### src/pkg/cmav_defs.svh
// constants for the mode, address and vector logic
`ifndef CMAV_DEFS_SVH
`define CMAV_DEFS_SVH
`define CMAV_ARCH_W 32
`define CMAV_IMPL_W 24
`define CMAV_NORMAL_EA_W 16
`define CMAV_VEC_BASE 32'h0000_0000
`define CMAV_IND_LAST 32'h0000_00ff
`define CMAV_UPPER_TGT 8'h00
`define CMAV_ST_ADDSUB 5'h01
`define CMAV_ST_MULU_B 5'h0c
`define CMAV_ST_MULU_W 5'h14
`define CMAV_ST_MULS_B 5'h0d
`define CMAV_ST_MULS_W 5'h15
`define CMAV_ST_DIV_B 5'h0c
`define CMAV_ST_DIV_W 5'h14
`define CMAV_ST_W 5
`define CMAV_MD_NORMAL 3'h0
`define CMAV_STEP_W 2'h2
`endif

### src/pkg/cmav_pkg.sv
// types for the mode, address and vector logic
package cmav_pkg;
  typedef enum logic {CMAV_MODE_NORMAL, CMAV_MODE_ADVANCED} cmav_mode_t;
  typedef enum logic [1:0]
  {
    CMAV_REQ_CALL,
    CMAV_REQ_CALL_IND,
    CMAV_REQ_JMP_IND,
    CMAV_REQ_EXC
  } cmav_kind_t;
  typedef enum logic [2:0]
  {
    CMAV_OP_ADDSUB,
    CMAV_OP_MULU_B,
    CMAV_OP_MULU_W,
    CMAV_OP_MULS_B,
    CMAV_OP_MULS_W,
    CMAV_OP_DIV_B,
    CMAV_OP_DIV_W
  } cmav_op_t;
  typedef struct packed {
    cmav_kind_t kind;
    logic [7:0] sel;
    logic [23:0] pc;
    logic [7:0] condition_code_reg;
    logic [7:0] extended_control_reg;
    logic exr_valid;
    logic icm0;
    logic [31:0] sp;
  } cmav_req_t;
  typedef struct packed {
    logic req;
    logic we;
    logic [31:0] addr;
    logic [15:0] wdata;
  } cmav_bus_t;
endpackage

### src/rtl/cmav_state_ctr.sv
// execution-state counter for arithmetic operations
`timescale 1ns/1ps
module cmav_state_ctr #(
  parameter int CW = 5
) (
  input wire logic clk, // core clock
  input wire logic nrst, // sync reset, low
  input wire logic start, // begin an operation
  input wire logic [CW-1:0] count, // states it takes
  output logic busy, // operation in progress
  output logic done // last state of the operation
);
  logic [CW-1:0] cnt_q;

  generate
    if (CW < 2)
    begin : g_chk
      $error("cmav_state_ctr: CW too small");
    end
  endgenerate

  // a start while busy is ignored so timing cannot be cut short
  always_ff @(posedge clk)
  begin
    if (!nrst)
      cnt_q <= '0;
    else if (start && cnt_q == '0)
      cnt_q <= count;
    else if (cnt_q != '0)
      cnt_q <= cnt_q - {{(CW-1){1'b0}}, 1'b1};
  end

  assign busy = (cnt_q != '0);
  assign done = (cnt_q == {{(CW-1){1'b0}}, 1'b1});
endmodule

### src/rtl/cmav_core.sv
// mode select, address masking, vector/indirect fetch and stacking
`timescale 1ns/1ps
`include "cmav_defs.svh"
module cmav_core #(
  parameter int NORMAL_OK = 0,
  parameter int IMPL_W = `CMAV_IMPL_W
) (
  input wire logic clk, // core clock
  input wire logic nrst, // sync reset, low
  input wire logic [2:0] mode_pins, // mode pin levels
  output logic mode_adv, // advanced mode in force
  output logic mode_refused, // pins ask for normal mode and NORMAL_OK is 0
  input wire logic [31:0] ea_in, // computed effective address
  output logic [31:0] ea_out, // address seen by memory
  input wire logic ar_upd, // post-inc/pre-dec update
  input wire logic [31:0] ar_in, // address register value
  input wire logic [1:0] ar_size, // 0 byte, 1 word, 2 long
  input wire logic ar_dec, // pre-decrement when high
  output logic [31:0] ar_addr, // address for the access
  output logic [31:0] ar_next, // new register value
  input wire logic [23:0] fetch_pc, // program counter
  output logic [31:0] fetch_addr, // instruction fetch address
  input wire logic req_valid, // stacking/vector request
  input wire cmav_pkg::cmav_req_t req, // request contents
  output logic req_ready, // request taken
  output logic seq_done, // sequence finished
  output logic pc_load_en, // pc_load is valid at seq_done
  output logic [23:0] pc_load, // new program counter
  output logic [31:0] sp_load, // new stack pointer
  output cmav_pkg::cmav_bus_t bus, // internal bus request
  input wire logic bus_ack, // bus cycle complete
  input wire logic [15:0] bus_rdata, // bus read data
  input wire logic op_start, // start an arithmetic op
  input wire cmav_pkg::cmav_op_t op, // which op
  output logic op_busy, // op in progress
  output logic op_done, // op in its last state
  input wire logic sleep_exec, // sleep instruction run
  input wire logic wake, // wake from power-down
  input wire logic [1:0] clk_sel, // divide by 1, 2, 4, 8
  output logic sleeping, // power-down state
  output logic cpu_tick // divided core tick
);
  import cmav_pkg::*;

  typedef enum {S_IDLE, S_PUSH, S_FETCH_HI, S_FETCH_LO, S_DONE} cmav_st_t;

  generate
    if (NORMAL_OK > 1 || IMPL_W < `CMAV_NORMAL_EA_W ||
        IMPL_W > `CMAV_ARCH_W)
    begin : g_chk
      $error("cmav_core: unsupported parameter values");
    end
  endgenerate

  // mode pins: three flops, change accepted when last two agree
  logic [2:0] md1_q, md2_q, md3_q, md_q;
  always_ff @(posedge clk)
  begin
    if (!nrst)
    begin
      md1_q <= 3'h0;
      md2_q <= 3'h0;
      md3_q <= 3'h0;
    end
    else
    begin
      md1_q <= mode_pins;
      md2_q <= md1_q;
      md3_q <= md2_q;
    end
  end

  logic pin_normal;
  always_ff @(posedge clk)
  begin
    if (!nrst)
      md_q <= 3'h7;
    else if (md2_q == md3_q)
      md_q <= md3_q;
  end
  assign pin_normal = (md_q == `CMAV_MD_NORMAL);

  // normal mode would alias low memory; this part runs only advanced unless NORMAL_OK is 1
  cmav_mode_t mode_q;
  always_ff @(posedge clk)
  begin
    if (!nrst)
      mode_q <= CMAV_MODE_ADVANCED;
    else if (pin_normal && NORMAL_OK == 1)
      mode_q <= CMAV_MODE_NORMAL;
    else
      mode_q <= CMAV_MODE_ADVANCED;
  end

  logic adv;
  assign adv = (mode_q == CMAV_MODE_ADVANCED);
  assign mode_adv = adv;
  assign mode_refused = pin_normal && (NORMAL_OK == 0);

  // address masks: 32-bit path, implemented width trims it
  localparam logic [31:0] IMPL_MASK =
    32'hffff_ffff >> (`CMAV_ARCH_W - IMPL_W);
  localparam logic [31:0] NORM_MASK = 32'h0000_ffff;
  logic [31:0] amask;
  assign amask = adv ? IMPL_MASK : NORM_MASK;

  always_ff @(posedge clk)
  begin
    if (!nrst)
    begin
      ea_out <= 32'h0;
      fetch_addr <= 32'h0;
    end
    else
    begin
      ea_out <= ea_in & amask;
      fetch_addr <= {8'h00, fetch_pc[23:1], 1'b0} & amask;
    end
  end

  // full 32-bit add so the carry reaches the upper half even in
  // normal mode, where only the address itself is trimmed
  logic [31:0] step;
  logic [31:0] ar_mod;
  always_comb
  begin
    step = 32'h1;
    case (ar_size)
      2'h0: step = 32'h1;
      2'h1: step = 32'h2;
      2'h2: step = 32'h4;
      default: step = 32'h4;
    endcase
  end
  assign ar_mod = ar_dec ? (ar_in - step) : (ar_in + step);

  always_ff @(posedge clk)
  begin
    if (!nrst)
    begin
      ar_addr <= 32'h0;
      ar_next <= 32'h0;
    end
    else if (ar_upd)
    begin
      ar_addr <= (ar_dec ? ar_mod : ar_in) & amask;
      ar_next <= ar_mod;
    end
  end

  // stacking and vector / indirect sequencer
  cmav_st_t st_q;
  cmav_req_t req_q;
  logic [2:0][15:0] words_q;
  logic [1:0] nwords_q;
  logic [1:0] idx_q;
  logic [31:0] sp_q;
  logic [31:0] faddr_q;
  logic [7:0] hi_q;
  logic ld_q;
  logic [23:0] pc_q;
  logic push_exr;
  logic [31:0] vec_addr;
  logic [31:0] ind_addr;
  logic [31:0] tgt_addr;
  logic want_fetch;

  assign push_exr = req.exr_valid && !req.icm0;
  assign vec_addr = adv ? (`CMAV_VEC_BASE | {22'h0, req.sel, 2'b00})
                        : (`CMAV_VEC_BASE | {23'h0, req.sel, 1'b0});
  // indirect entries are word aligned and stay in the low page
  assign ind_addr = {24'h0, req.sel[7:1], 1'b0} & `CMAV_IND_LAST;
  assign tgt_addr = (req.kind == CMAV_REQ_EXC) ? vec_addr
                                               : ind_addr;
  assign want_fetch = (req.kind != CMAV_REQ_CALL);
  assign req_ready = (st_q == S_IDLE) && !sleeping;

  always_ff @(posedge clk)
  begin
    if (!nrst)
    begin
      st_q <= S_IDLE;
      req_q <= '0;
      words_q <= '0;
      nwords_q <= 2'h0;
      idx_q <= 2'h0;
      sp_q <= 32'h0;
      faddr_q <= 32'h0;
      hi_q <= 8'h00;
      ld_q <= 1'b0;
      pc_q <= 24'h0;
      bus <= '0;
    end
    else
    begin
      case (st_q)
        S_IDLE:
        begin
          if (req_valid && req_ready)
          begin
            req_q <= req;
            sp_q <= req.sp;
            faddr_q <= tgt_addr;
            ld_q <= want_fetch;
            idx_q <= 2'h0;
            words_q[0] <= req.pc[15:0];
            if (req.kind == CMAV_REQ_EXC)
            begin
              words_q[1] <= adv ? {req.condition_code_reg, req.pc[23:16]}
                                : {req.condition_code_reg, req.condition_code_reg};
              words_q[2] <= adv ? {req.extended_control_reg, 8'h00}
                                : {req.extended_control_reg, req.extended_control_reg};
              nwords_q <= push_exr ? 2'h3 : 2'h2;
            end
            else
            begin
              words_q[1] <= {8'h00, req.pc[23:16]};
              words_q[2] <= 16'h0;
              nwords_q <= adv ? 2'h2 : 2'h1;
            end
            if (req.kind == CMAV_REQ_JMP_IND)
            begin
              st_q <= adv ? S_FETCH_HI : S_FETCH_LO;
              bus.req <= 1'b1;
              bus.we <= 1'b0;
              bus.addr <= tgt_addr & amask;
            end
            else
            begin
              st_q <= S_PUSH;
              bus.req <= 1'b1;
              bus.we <= 1'b1;
              bus.addr <= (req.sp - 32'h2) & amask;
              bus.wdata <= req.pc[15:0];
            end
          end
        end
        S_PUSH:
        begin
          if (bus_ack)
          begin
            sp_q <= sp_q - 32'h2;
            idx_q <= idx_q + 2'h1;
            if (idx_q + 2'h1 == nwords_q)
            begin
              if (ld_q)
              begin
                st_q <= adv ? S_FETCH_HI : S_FETCH_LO;
                bus.we <= 1'b0;
                bus.addr <= faddr_q & amask;
              end
              else
              begin
                st_q <= S_DONE;
                bus <= '0;
              end
            end
            else
            begin
              bus.addr <= (sp_q - 32'h4) & amask;
              bus.wdata <= words_q[idx_q + 2'h1];
            end
          end
        end
        S_FETCH_HI:
        begin
          if (bus_ack)
          begin
            hi_q <= bus_rdata[7:0];
            st_q <= S_FETCH_LO;
            bus.addr <= (faddr_q + 32'h2) & amask;
          end
        end
        S_FETCH_LO:
        begin
          if (bus_ack)
          begin
            pc_q <= adv ? {hi_q, bus_rdata}
                        : {`CMAV_UPPER_TGT, bus_rdata};
            st_q <= S_DONE;
            bus <= '0;
          end
        end
        S_DONE:
        begin
          st_q <= S_IDLE;
        end
        default:
        begin
          st_q <= S_IDLE;
          bus <= '0;
        end
      endcase
    end
  end

  assign seq_done = (st_q == S_DONE);
  assign pc_load_en = seq_done && ld_q;
  assign pc_load = pc_q;
  assign sp_load = sp_q;

  // execution states per operation
  logic [`CMAV_ST_W-1:0] op_states;
  always_comb
  begin
    op_states = `CMAV_ST_ADDSUB;
    case (op)
      CMAV_OP_ADDSUB: op_states = `CMAV_ST_ADDSUB;
      CMAV_OP_MULU_B: op_states = `CMAV_ST_MULU_B;
      CMAV_OP_MULU_W: op_states = `CMAV_ST_MULU_W;
      CMAV_OP_MULS_B: op_states = `CMAV_ST_MULS_B;
      CMAV_OP_MULS_W: op_states = `CMAV_ST_MULS_W;
      CMAV_OP_DIV_B: op_states = `CMAV_ST_DIV_B;
      CMAV_OP_DIV_W: op_states = `CMAV_ST_DIV_W;
      default: op_states = `CMAV_ST_ADDSUB;
    endcase
  end

  cmav_state_ctr #(
    .CW(`CMAV_ST_W)
  ) u_states (
    .clk(clk),
    .nrst(nrst),
    .start(op_start && !sleeping),
    .count(op_states),
    .busy(op_busy),
    .done(op_done)
  );

  // power-down: a sleep in the same cycle as a wake still sleeps
  logic sleep_q;
  always_ff @(posedge clk)
  begin
    if (!nrst)
      sleep_q <= 1'b0;
    else if (sleep_exec)
      sleep_q <= 1'b1;
    else if (wake)
      sleep_q <= 1'b0;
  end
  assign sleeping = sleep_q;

  // divided tick; counter cleared and tick held low while asleep to save toggling
  logic [2:0] div_q;
  logic [2:0] div_max;
  logic tick_q;
  always_comb
  begin
    div_max = 3'h0;
    case (clk_sel)
      2'h0: div_max = 3'h0;
      2'h1: div_max = 3'h1;
      2'h2: div_max = 3'h3;
      default: div_max = 3'h7;
    endcase
  end

  always_ff @(posedge clk)
  begin
    if (!nrst)
    begin
      div_q <= 3'h0;
      tick_q <= 1'b0;
    end
    else if (sleep_q)
    begin
      div_q <= 3'h0;
      tick_q <= 1'b0;
    end
    else if (div_q >= div_max)
    begin
      div_q <= 3'h0;
      tick_q <= 1'b1;
    end
    else
    begin
      div_q <= div_q + 3'h1;
      tick_q <= 1'b0;
    end
  end
  assign cpu_tick = tick_q;
endmodule

### config.mk
export PLATFORM = sky130hd
export DESIGN_NAME = cmav_core
export DESIGN_NICKNAME = d
export VERILOG_FILES = /design/src/pkg/cmav_pkg.sv /design/src/rtl/cmav_state_ctr.sv /design/src/rtl/cmav_core.sv
export VERILOG_INCLUDE_DIRS = /design/src /design/src/pkg
export SDC_FILE = /design/constraint.sdc
export NUM_CORES = 1
export LEC_CHECK = 0
export BUFFER_PORTS_ARGS = -buffer_cell sky130_fd_sc_hd__buf_2
export CAP_MARGIN = 10
export CORE_AREA = 2 2 178 180
export CTS_BUF_LIST = sky130_fd_sc_hd__clkbuf_8
export CTS_CLUSTER_SIZE = 12
export DETAILED_ROUTE_END_ITERATION = 8
export DIE_AREA = 0 0 180 182
export PLACE_DENSITY = 0.88
export SETUP_SLACK_MARGIN = 0.4
export SLEW_MARGIN = 20
export SYNTH_ARGS = -nofsm -noshare
export SYNTH_HDL_FRONTEND = slang
export SYNTH_SLANG_ARGS = --single-unit
### constraint.sdc
create_clock -name clk -period 3.9 [get_ports clk]
set_input_delay 0.975 -clock clk [delete_from_list [all_inputs] [get_ports clk]]
set_output_delay 0.975 -clock clk [all_outputs]
set_load 0.01 [all_outputs]
=== Word-level counts from Yosys, hierarchy flattened ===
Index checks and enable logic that the tools add are counted.
W data, S select, Z words.

* Output and inout port bits: 243
* Register bits after elaboration: 334
* Word-level logic and storage cells: 145
* Input port bits: 207

* Order comparisons: 2
* $add $sub $neg: 9
* Equal/unequal tests: 27
* Muxes and demuxes: 44
* Reductions and logical operators: 33
* Bitwise gates (word level): 3

{| class="wikitable"
|+ Operator list
! kind !! count
|-
| $mux W32 || 10
|-
| $pmux W32 S5 || 1
|-
| $mux W50 || 3
|-
| $pmux W32 S4 || 1
|-
| $eq A32 B2 Y1 const B || 2
|-
| $logic_not A32 Y1 || 2
|-
| $pmux W16 S4 || 1
|-
| $pmux W32 S2 || 1
|-
| $mux W16 || 3
|-
| $mux W40 || 1
|-
| $mux W33 || 1
|-
| $add A32 B3 Y32 || 1
|-
| $bmux W16 S2 || 1
|-
| $eq A32 B1 Y1 const B || 1
|-
| $eq A32 B3 Y1 const B || 1
|-
| $eq A32 B4 Y1 const B || 1
|-
| $sub A32 B2 Y32 const B || 1
|-
| $sub A32 B3 Y32 || 1
|-
| $mux W24 || 1
|-
| $sub A24 B2 Y24 const B || 1
|-
| $sub A24 B3 Y24 const B || 1
|-
| $mux W10 || 2
|-
| $pmux W5 S4 || 1
|-
| $reduce_and A5 Y1 || 3
|-
| other kinds (37) || 76
|}

=== Longest topological paths before layout ===
Gate-level depths: netlist of run 1.

* Depth in word-level cells: 6
* Depth in mapped cells: 14
* Gate-level depth less buffers: 14

=== Modules after synthesis ===
From an unflattened synthesis of run 1, not the netlist that was laid out.

* Cells, all modules: 1,833
* Area, all modules: 14,844.2 µm²

{| class="wikitable"
|+ Modules (own cells, without submodules)
! module !! area each (µm²) !! sequential area each (µm²) !! instances !! cells each
|-
| cmav_core || 14,543.9 || 5,665.4 || 1 || 1,800
|-
| cmav_state_ctr || 300.3 || 100.1 || 1 || 33
|}

=== Least setup slack after synthesis of run 1 ===
Ideal clock, no wire load.

* Kind: input-to-reg
* Start: input port ar_size[0]
* End: register ar_next[24]
* Required time: 3.794 ns
* Path slack: -0.035 ns
* Setup time: 0.106 ns
* Cell stages on the path: 12
* Path buffers: 0
* Arrival time: 3.829 ns
* Cells stage by stage: or2_2 -> ha_1 -> mux2_2 -> fa_1 -> nand2b_1 -> a2111oi_0 -> nor2_1 -> a211oi_1 -> nor4b_1 -> nor4_1 -> nor2_1 -> o311ai_0

* Longest elaborated chain between the ends: 4
* Elaborated cells between the ends (all ways): 6
* Classes of those cells: 2 x add/sub; 1 x eq/ne; 2 x mux; 1 x reduce/logical

{| class="wikitable"
|+ RTL lines
! element !! RTL line !! source
|-
| from (decl) || cmav_core.sv:17 || <nowiki>input wire logic [1:0] ar_size,</nowiki>
|-
| $eq A2 B1 Y1 or $logic_not A2 Y1 (tied branches) || cmav_core.sv:128 || <nowiki>case (ar_size)</nowiki>
|-
| $pmux W3 S2 (*) || cmav_core.sv:128 ||
|-
| $add A32 B3 Y32 or $sub A32 B3 Y32 (tied branches) || cmav_core.sv:135 || <nowiki>assign ar_mod = ar_dec ? (ar_in - step) : (ar_in + step);</nowiki>
|-
| $mux W32 (*) || cmav_core.sv:135 ||
|-
| to (signal assigned) || cmav_core.sv:147 || <nowiki>ar_next <= ar_mod;</nowiki>
|-
| to (decl) || cmav_core.sv:20 || <nowiki>output logic [31:0] ar_next,</nowiki>
|}

Mark *: on every way between the ends. The rest lies on a longest branch, timed or not.
A chain may end at the register's enable or synchronous reset.

=== Worst setup path after layout of run 1 ===
* Start: input port ar_size[0]
* End: register ar_next[30]

The elaborated chain is that of the path after synthesis.

==> impl_metrics.json, run 1 <==
{
  "status": "finished, final reports clean",
  "antenna_found_initial": 3,
  "cts_buffers": 48,
  "synthesis.area_um2": 14600,
  "skew_ps": 21.9,
  "gr-total-overflow": 0,
  "first_pass_iters": 6,
  "ir_drop_uv": 325,
  "synth_edf_count": 0,
  "grt_pass1_vias": 14306,
  "cts_hold_buf": 0,
  "seq_area_frac_synth_pct": 39.4,
  "cts.repair.resized": 0,
  "drcViolationCount": 0,
  "htree_levels": 2,
  "routed_wl_mm": 45.9,
  "cp_slowest_stage_delay_ps": 390,
  "ys.flop_type": "dfxtp_1",
  "cp.required_ps": 4370,
  "routedWlPerCell_um": 17.3,
  "cp_slowest_cell": "a2111oi_4",
  "async_flop_share_pct": 0,
  "synth-simple-area-share_pct": 22.1,
  "die_h_um": 182,
  "syn_area_per_cell_um2": 8.00,
  "path_cells": "buf_2 > nor2b_2 > inv_1 > ha_4 > mux2_4 > fa_2 > nand2b_4 > a2111oi_4 > o21ai_1 > a31oi_2 > nand3_1 > a31oi_2 > nor3_1 > a211oi_1",
  "io_buffer_count": 406,
  "power_uw": 10400,
  "synth_compound_area_share_pct": 20.4,
  "fin_nets": 2455,
  "grt_pass1_wl_mm": 71.8,
  "finish.instance_area_um2": 18000,
  "cp-startpoint": "ar_size[0]",
  "end_kind": "flip-flop",
  "path_clk_slew_ps": 60,
  "post-route-min-period_ps": 3410,
  "synth_top_area_share_pct": 39.4,
  "slew-limit-headroom_pct": 37.1,
  "track_usage_pct": 26.2,
  "synth.most_common_cell": "dfxtp_1",
  "leakagePower_uw": 0.00807,
  "fill_cells": 2719,
  "die_area_um2": 32800,
  "ys_types": 76,
  "synthTopCellsByCount": "288 x dfxtp_1, 240 x nand2_1, 180 x nor2_1",
  "yosysTopAreaCell": "dfxtp_1",
  "grt_max_degree": 112,
  "via_per_inst": 5.74,
  "cp-start-kind": "input port",
  "hold_viol_final": 0,
  "cp.arrival_ps": 3880,
  "dpl.hpwl_mm": 33.2,
  "worstSetupPathType": "in2reg",
  "timing.fmax_mhz": 294,
  "die_width_um": 180,
  "ys_ff_latch": 288,
  "area_growth_pct": 23.3,
  "coreArea_um2": 31000,
  "crit_top_cell": "a31oi_2",
  "cp_max_fo": 3,
  "tightestPinTransition_ps": 941,
  "syn_inst": 1828,
  "gp_congestion": 0.916,
  "synth_xor_area_share_pct": 4.55,
  "tritoncts": "built",
  "max_cap_viol_count": 0,
  "r2r-start": "sp_load[2]",
  "fin_ws_ps": 494,
  "start_util_pct": 47.2,
  "rsz0062_at_grt": "no",
  "layout-drive-gt1-share_pct": 25.4,
  "min-delay-start": "md1_q[0]",
  "post-cts-setup-buffer-count": 0,
  "ant_nets": 0,
  "fin_setup_tns_ps": 0,
  "core.rowCount": 65,
  "drt_iter0_drc": 1278,
  "ys_warn_count": 0,
  "synth_area_leaders": "dfxtp_1 39%, nand2_1 6.2%, a21oi_1 6.1%",
  "vias": 15188,
  "hold_class": "reg2reg",
  "finalCritPeriodShare_pct": 87.3,
  "yosys.area_share.adder_pct": 3.73,
  "insertion_delay_ps": 560,
  "cts_sinks": 288,
  "p_per_area_nw_per_um2": 577,
  "synthMuxAreaShare_pct": 3.92,
  "io_pins": 450,
  "place_area_um2": 17000,
  "dp_slack_ps": -179,
  "slew_viol_final": 0,
  "finalSetupViolCount": 0,
  "synth_top_family_by_area": "simple AND/OR/NAND/NOR gates",
  "clock_path_buffers": 3,
  "utilization_pct": 58.2,
  "cts_root_buf": "clkbuf_8"
}
## final timing paths
check,cells past startpoint,slack (ps),end
setup / recovery,14,490,ar_next[30]
hold / removal,1,430,md2_q[0]
setup reg to reg,10,530,sp_load[28]
hold reg to reg,1,430,md2_q[0]
## per-layer routing
layer	routed length [um]	up-vias	global-route usage [%]
met5	0	-	0
met4	1720	0	11.7
met3	4220	138	5.42
met2	22000	838	44.5
met1	18000	7092	32.0
li1	-	7120	-
## worst max-delay path, delay by kind of cell
kind,cells,cell delay (ps)
adder cells (fa/ha/maj),2,600
AO/OA/AOI/OAI,5,1260
AND/OR/NAND/NOR,4,610
multiplexers,1,280
buffers and inverters,2,180
## report_power, final
group,switching (uW),internal (uW)
logic,2350,1490
clock network,1230,1500
registers,454,3380
## kinds of logic after synthesis
family	Yosys count
simple gates	689
flops	288
fa+ha+maj	43
other cells	2
compound gates	484
xor+xnor	76
mux	56
buf+inv	190
## layout make-up
class | instances | area (um2) | share of cell area [%]
Clock buffer | 59 | 812 | 4.50
Sequential cell | 288 | 5770 | 31.9
Inverter | 34 | 133 | 0.735
Multi-Input combinational cell | 1382 | 8240 | 45.7
Tap cell | 402 | 503 | 2.79
Antenna cell | 3 | 7.51 | 0.0416
Clock inverter | 26 | 176 | 0.978
Timing Repair Buffer | 451 | 2410 | 13.3
## through the flow
step                std cells  hold slack, ps
CTS                      2642             437
floorplan                1860             412
global placement         2557             419
finish                   2645             432
detailed placement       2557             424
global route             2644             449
## sequential cells by signal, indices dropped and copies added, names as in the netlist
name / count
ar_addr: 24
ar_next: 32
bus: 42
cpu_tick: 1
div_q: 3
ea_out: 24
faddr_q: 9
fetch_addr: 23
hi_q: 8
idx_q: 2
ld_q: 1
md1_q: 3
md2_q: 3
md3_q: 3
md_q: 3
nwords_q: 2
pc_load: 24
sleeping: 1
sp_load: 32
st_q: 3
u_states.cnt_q: 5
words_q: 40
## layout by cell type, fill, tap and decap left out, types with 45 or more instances in the layout
master	netlist	routed
a21oi_1	178	178
and2_1	65	65
buf_2	3	406
clkbuf_8	0	59
dfxtp_1	288	288
inv_1	32	47
mux2i_1	45	45
nand2_1	240	240
nand3_1	59	59
nor2_1	180	178
o21ai_0	91	87
xnor2_1	46	46
No activity file was read; power rests on OpenSTA's default activity.
==> run 2: changes to the inputs <==
--- a/config.mk
+++ b/config.mk
@@ -14,6 +14,7 @@
 export DETAILED_ROUTE_END_ITERATION = 8
 export DIE_AREA = 0 0 180 182
 export PLACE_DENSITY = 0.88
+export RECOVER_POWER = 25
 export SETUP_SLACK_MARGIN = 0.4
 export SLEW_MARGIN = 20
 export SYNTH_ARGS = -nofsm -noshare
==> impl_metrics.json, run 2 (same netlist as run 1, synthesis figures left out) <==
{
  "met2_wirelength_mm": 22.0,
  "gr-total-overflow": 0,
  "highest_layer": "met4",
  "path_clk_slew_ps": 60,
  "crit_family": "buffers and inverters",
  "timing.fmax_mhz": 285,
  "max_cap_viol_count": 1,
  "gp_congestion": 0.916,
  "power_frac_seq_pct": 36.9,
  "grt_max_degree": 112,
  "drt_iter0_drc": 1307,
  "place_area_um2": 17000,
  "cts_sinks": 288,
  "status": "finished, violations left",
  "routedWlPerCell_um": 17.4,
  "layout-drive-gt1-share_pct": 23.2,
  "ant_nets": 0,
  "die_area_um2": 32800,
  "cp-start-kind": "input port",
  "slew-limit-headroom_pct": -43.4,
  "leakagePower_uw": 0.00787,
  "routed_wl_mm": 45.9,
  "fin_setup_tns_ps": 0,
  "core.rowCount": 65,
  "switching_share_pct": 38.8,
  "final_cell_mix": "358 x buf_2, 288 x dfxtp_1, 240 x nand2_1",
  "cp.arrival_ps": 3810,
  "wl_met3_mm": 4.50,
  "io_buffer_count": 406,
  "p_clk_share_pct": 26.3,
  "met1Wirelength_mm": 17.7,
  "cts_root_buf": "clkbuf_8",
  "vias": 15276,
  "hold_slack_ps": 433,
  "path_buf_inv": 3,
  "p_comb_share_pct": 36.9,
  "p_per_area_nw_per_um2": 579,
  "grt_pass1_wl_mm": 71.8,
  "die_width_um": 180,
  "tightestPinTransition_ps": 2150,
  "drcViolationCount": 0,
  "net-switching-power_uw": 4040,
  "cts_hold_buf": 0,
  "largest_register": "bus",
  "finalCritPeriodShare_pct": 90.0,
  "io_pins": 450,
  "failed_checks": "max-capacitance violations, max-slew violations",
  "fin_nets": 2455,
  "area_growth_pct": 22.8,
  "finish.instance_area_um2": 18000,
  "dpl.hpwl_mm": 33.2,
  "skew_ps": 20.8,
  "cp.required_ps": 4210,
  "first_pass_iters": 5,
  "tritoncts": "built",
  "via_per_inst": 5.78,
  "start_util_pct": 47.2,
  "path_cells": "clkbuf_1 > inv_6 > buf_2 > a221oi_1",
  "largest_reg_flops": 42,
  "worstSetupPathType": "in2reg",
  "cts_buffers": 48,
  "grt_pass1_vias": 14306,
  "end_kind": "flip-flop",
  "die_h_um": 182,
  "antenna_found_initial": 3,
  "hold_viol_final": 0,
  "post-route-min-period_ps": 3510,
  "internal_power_uw": 6360,
  "finalSetupViolCount": 0,
  "insertion_delay_ps": 560,
  "hold_class": "reg2reg",
  "track_usage_pct": 26.2,
  "rsz0062_at_grt": "no",
  "cp_max_fo": 111,
  "cp_slowest_stage_delay_ps": 1630,
  "cp_slowest_cell": "buf_2",
  "ir_drop_uv": 325,
  "fill_cells": 2745,
  "final_common_cell": "buf_2",
  "top_regs": "bus: 42 flops, words_q: 40 flops",
  "clock_path_buffers": 3,
  "rrSetupSlack_ps": 510,
  "htree_levels": 2,
  "slew_viol_final": 112,
  "coreArea_um2": 31000
}
==> run 2: worst reg2reg max path, cell delays in order, from the launching register on <==
cell	delay, ps
dfxtp_1	390
inv_1	130
ha_1	230
or4b_4	530
or4_1	550
or4_4	530
nand2b_4	210
nor3_4	300
nand4_1	120
o21ai_0	100
a211oi_2	90
==> run 2: repair_timing <==
item	in CTS	in global routing
hold endpoints to repair	0	0
endpoints found under the setup margin	0	13
buffers inserted	0	0
gates resized for setup	0	7
==> run 2: layer usage <==
layer,vias up,track usage (%)
met5,-,0
met4,0,11.7
met3,138,5.42
met2,895,44.5
met1,7118,32.0
li1,7125,-
==> run 2: final timing paths <==
kind              start           to  cells past startpoint
min            md1_q[0]     md2_q[0]                      1
max                nrst  sp_load[30]                      4
max reg2reg  sp_load[2]  sp_load[28]                     10
min reg2reg    md1_q[0]     md2_q[0]                      1
==> run 2: cell type report <==
class                      count  area [um2]  share of cell area, %
inverter                      34         133                  0.738
antenna                        3        7.51                 0.0418
clock inverter                26         176                  0.982
clock buffer                  59         812                   4.52
tap                          402         503                   2.80
multi-input combinational   1382        8240                   45.9
sequential                   288        5770                   32.1
timing repair buffer         451        2330                   12.9
==> run 2: per-stage QoR <==
step	power (uW)	util, %	std cells	setup slack, ps
after floorplan	6350	-	1860	257
after global placement	7490	55.0	2557	-48.5
after detailed placement	7620	55.0	2557	-179
after CTS	10400	58.1	2642	426
after global routing	11000	58.0	2644	284
final	10400	58.0	2645	391
==> run 2: power by group through the flow <==
stage | Combinational (uW) | Sequential (uW) | Clock [uW]
5_1_grt | 4180 | 3890 | 2910
3_5_place_dp | 3750 | 3870 | 0
3_3_place_gp | 3640 | 3840 | 0
4_1_cts | 3780 | 3810 | 2780
2_1_floorplan | 2510 | 3840 | 0
6_report | 3830 | 3830 | 2730
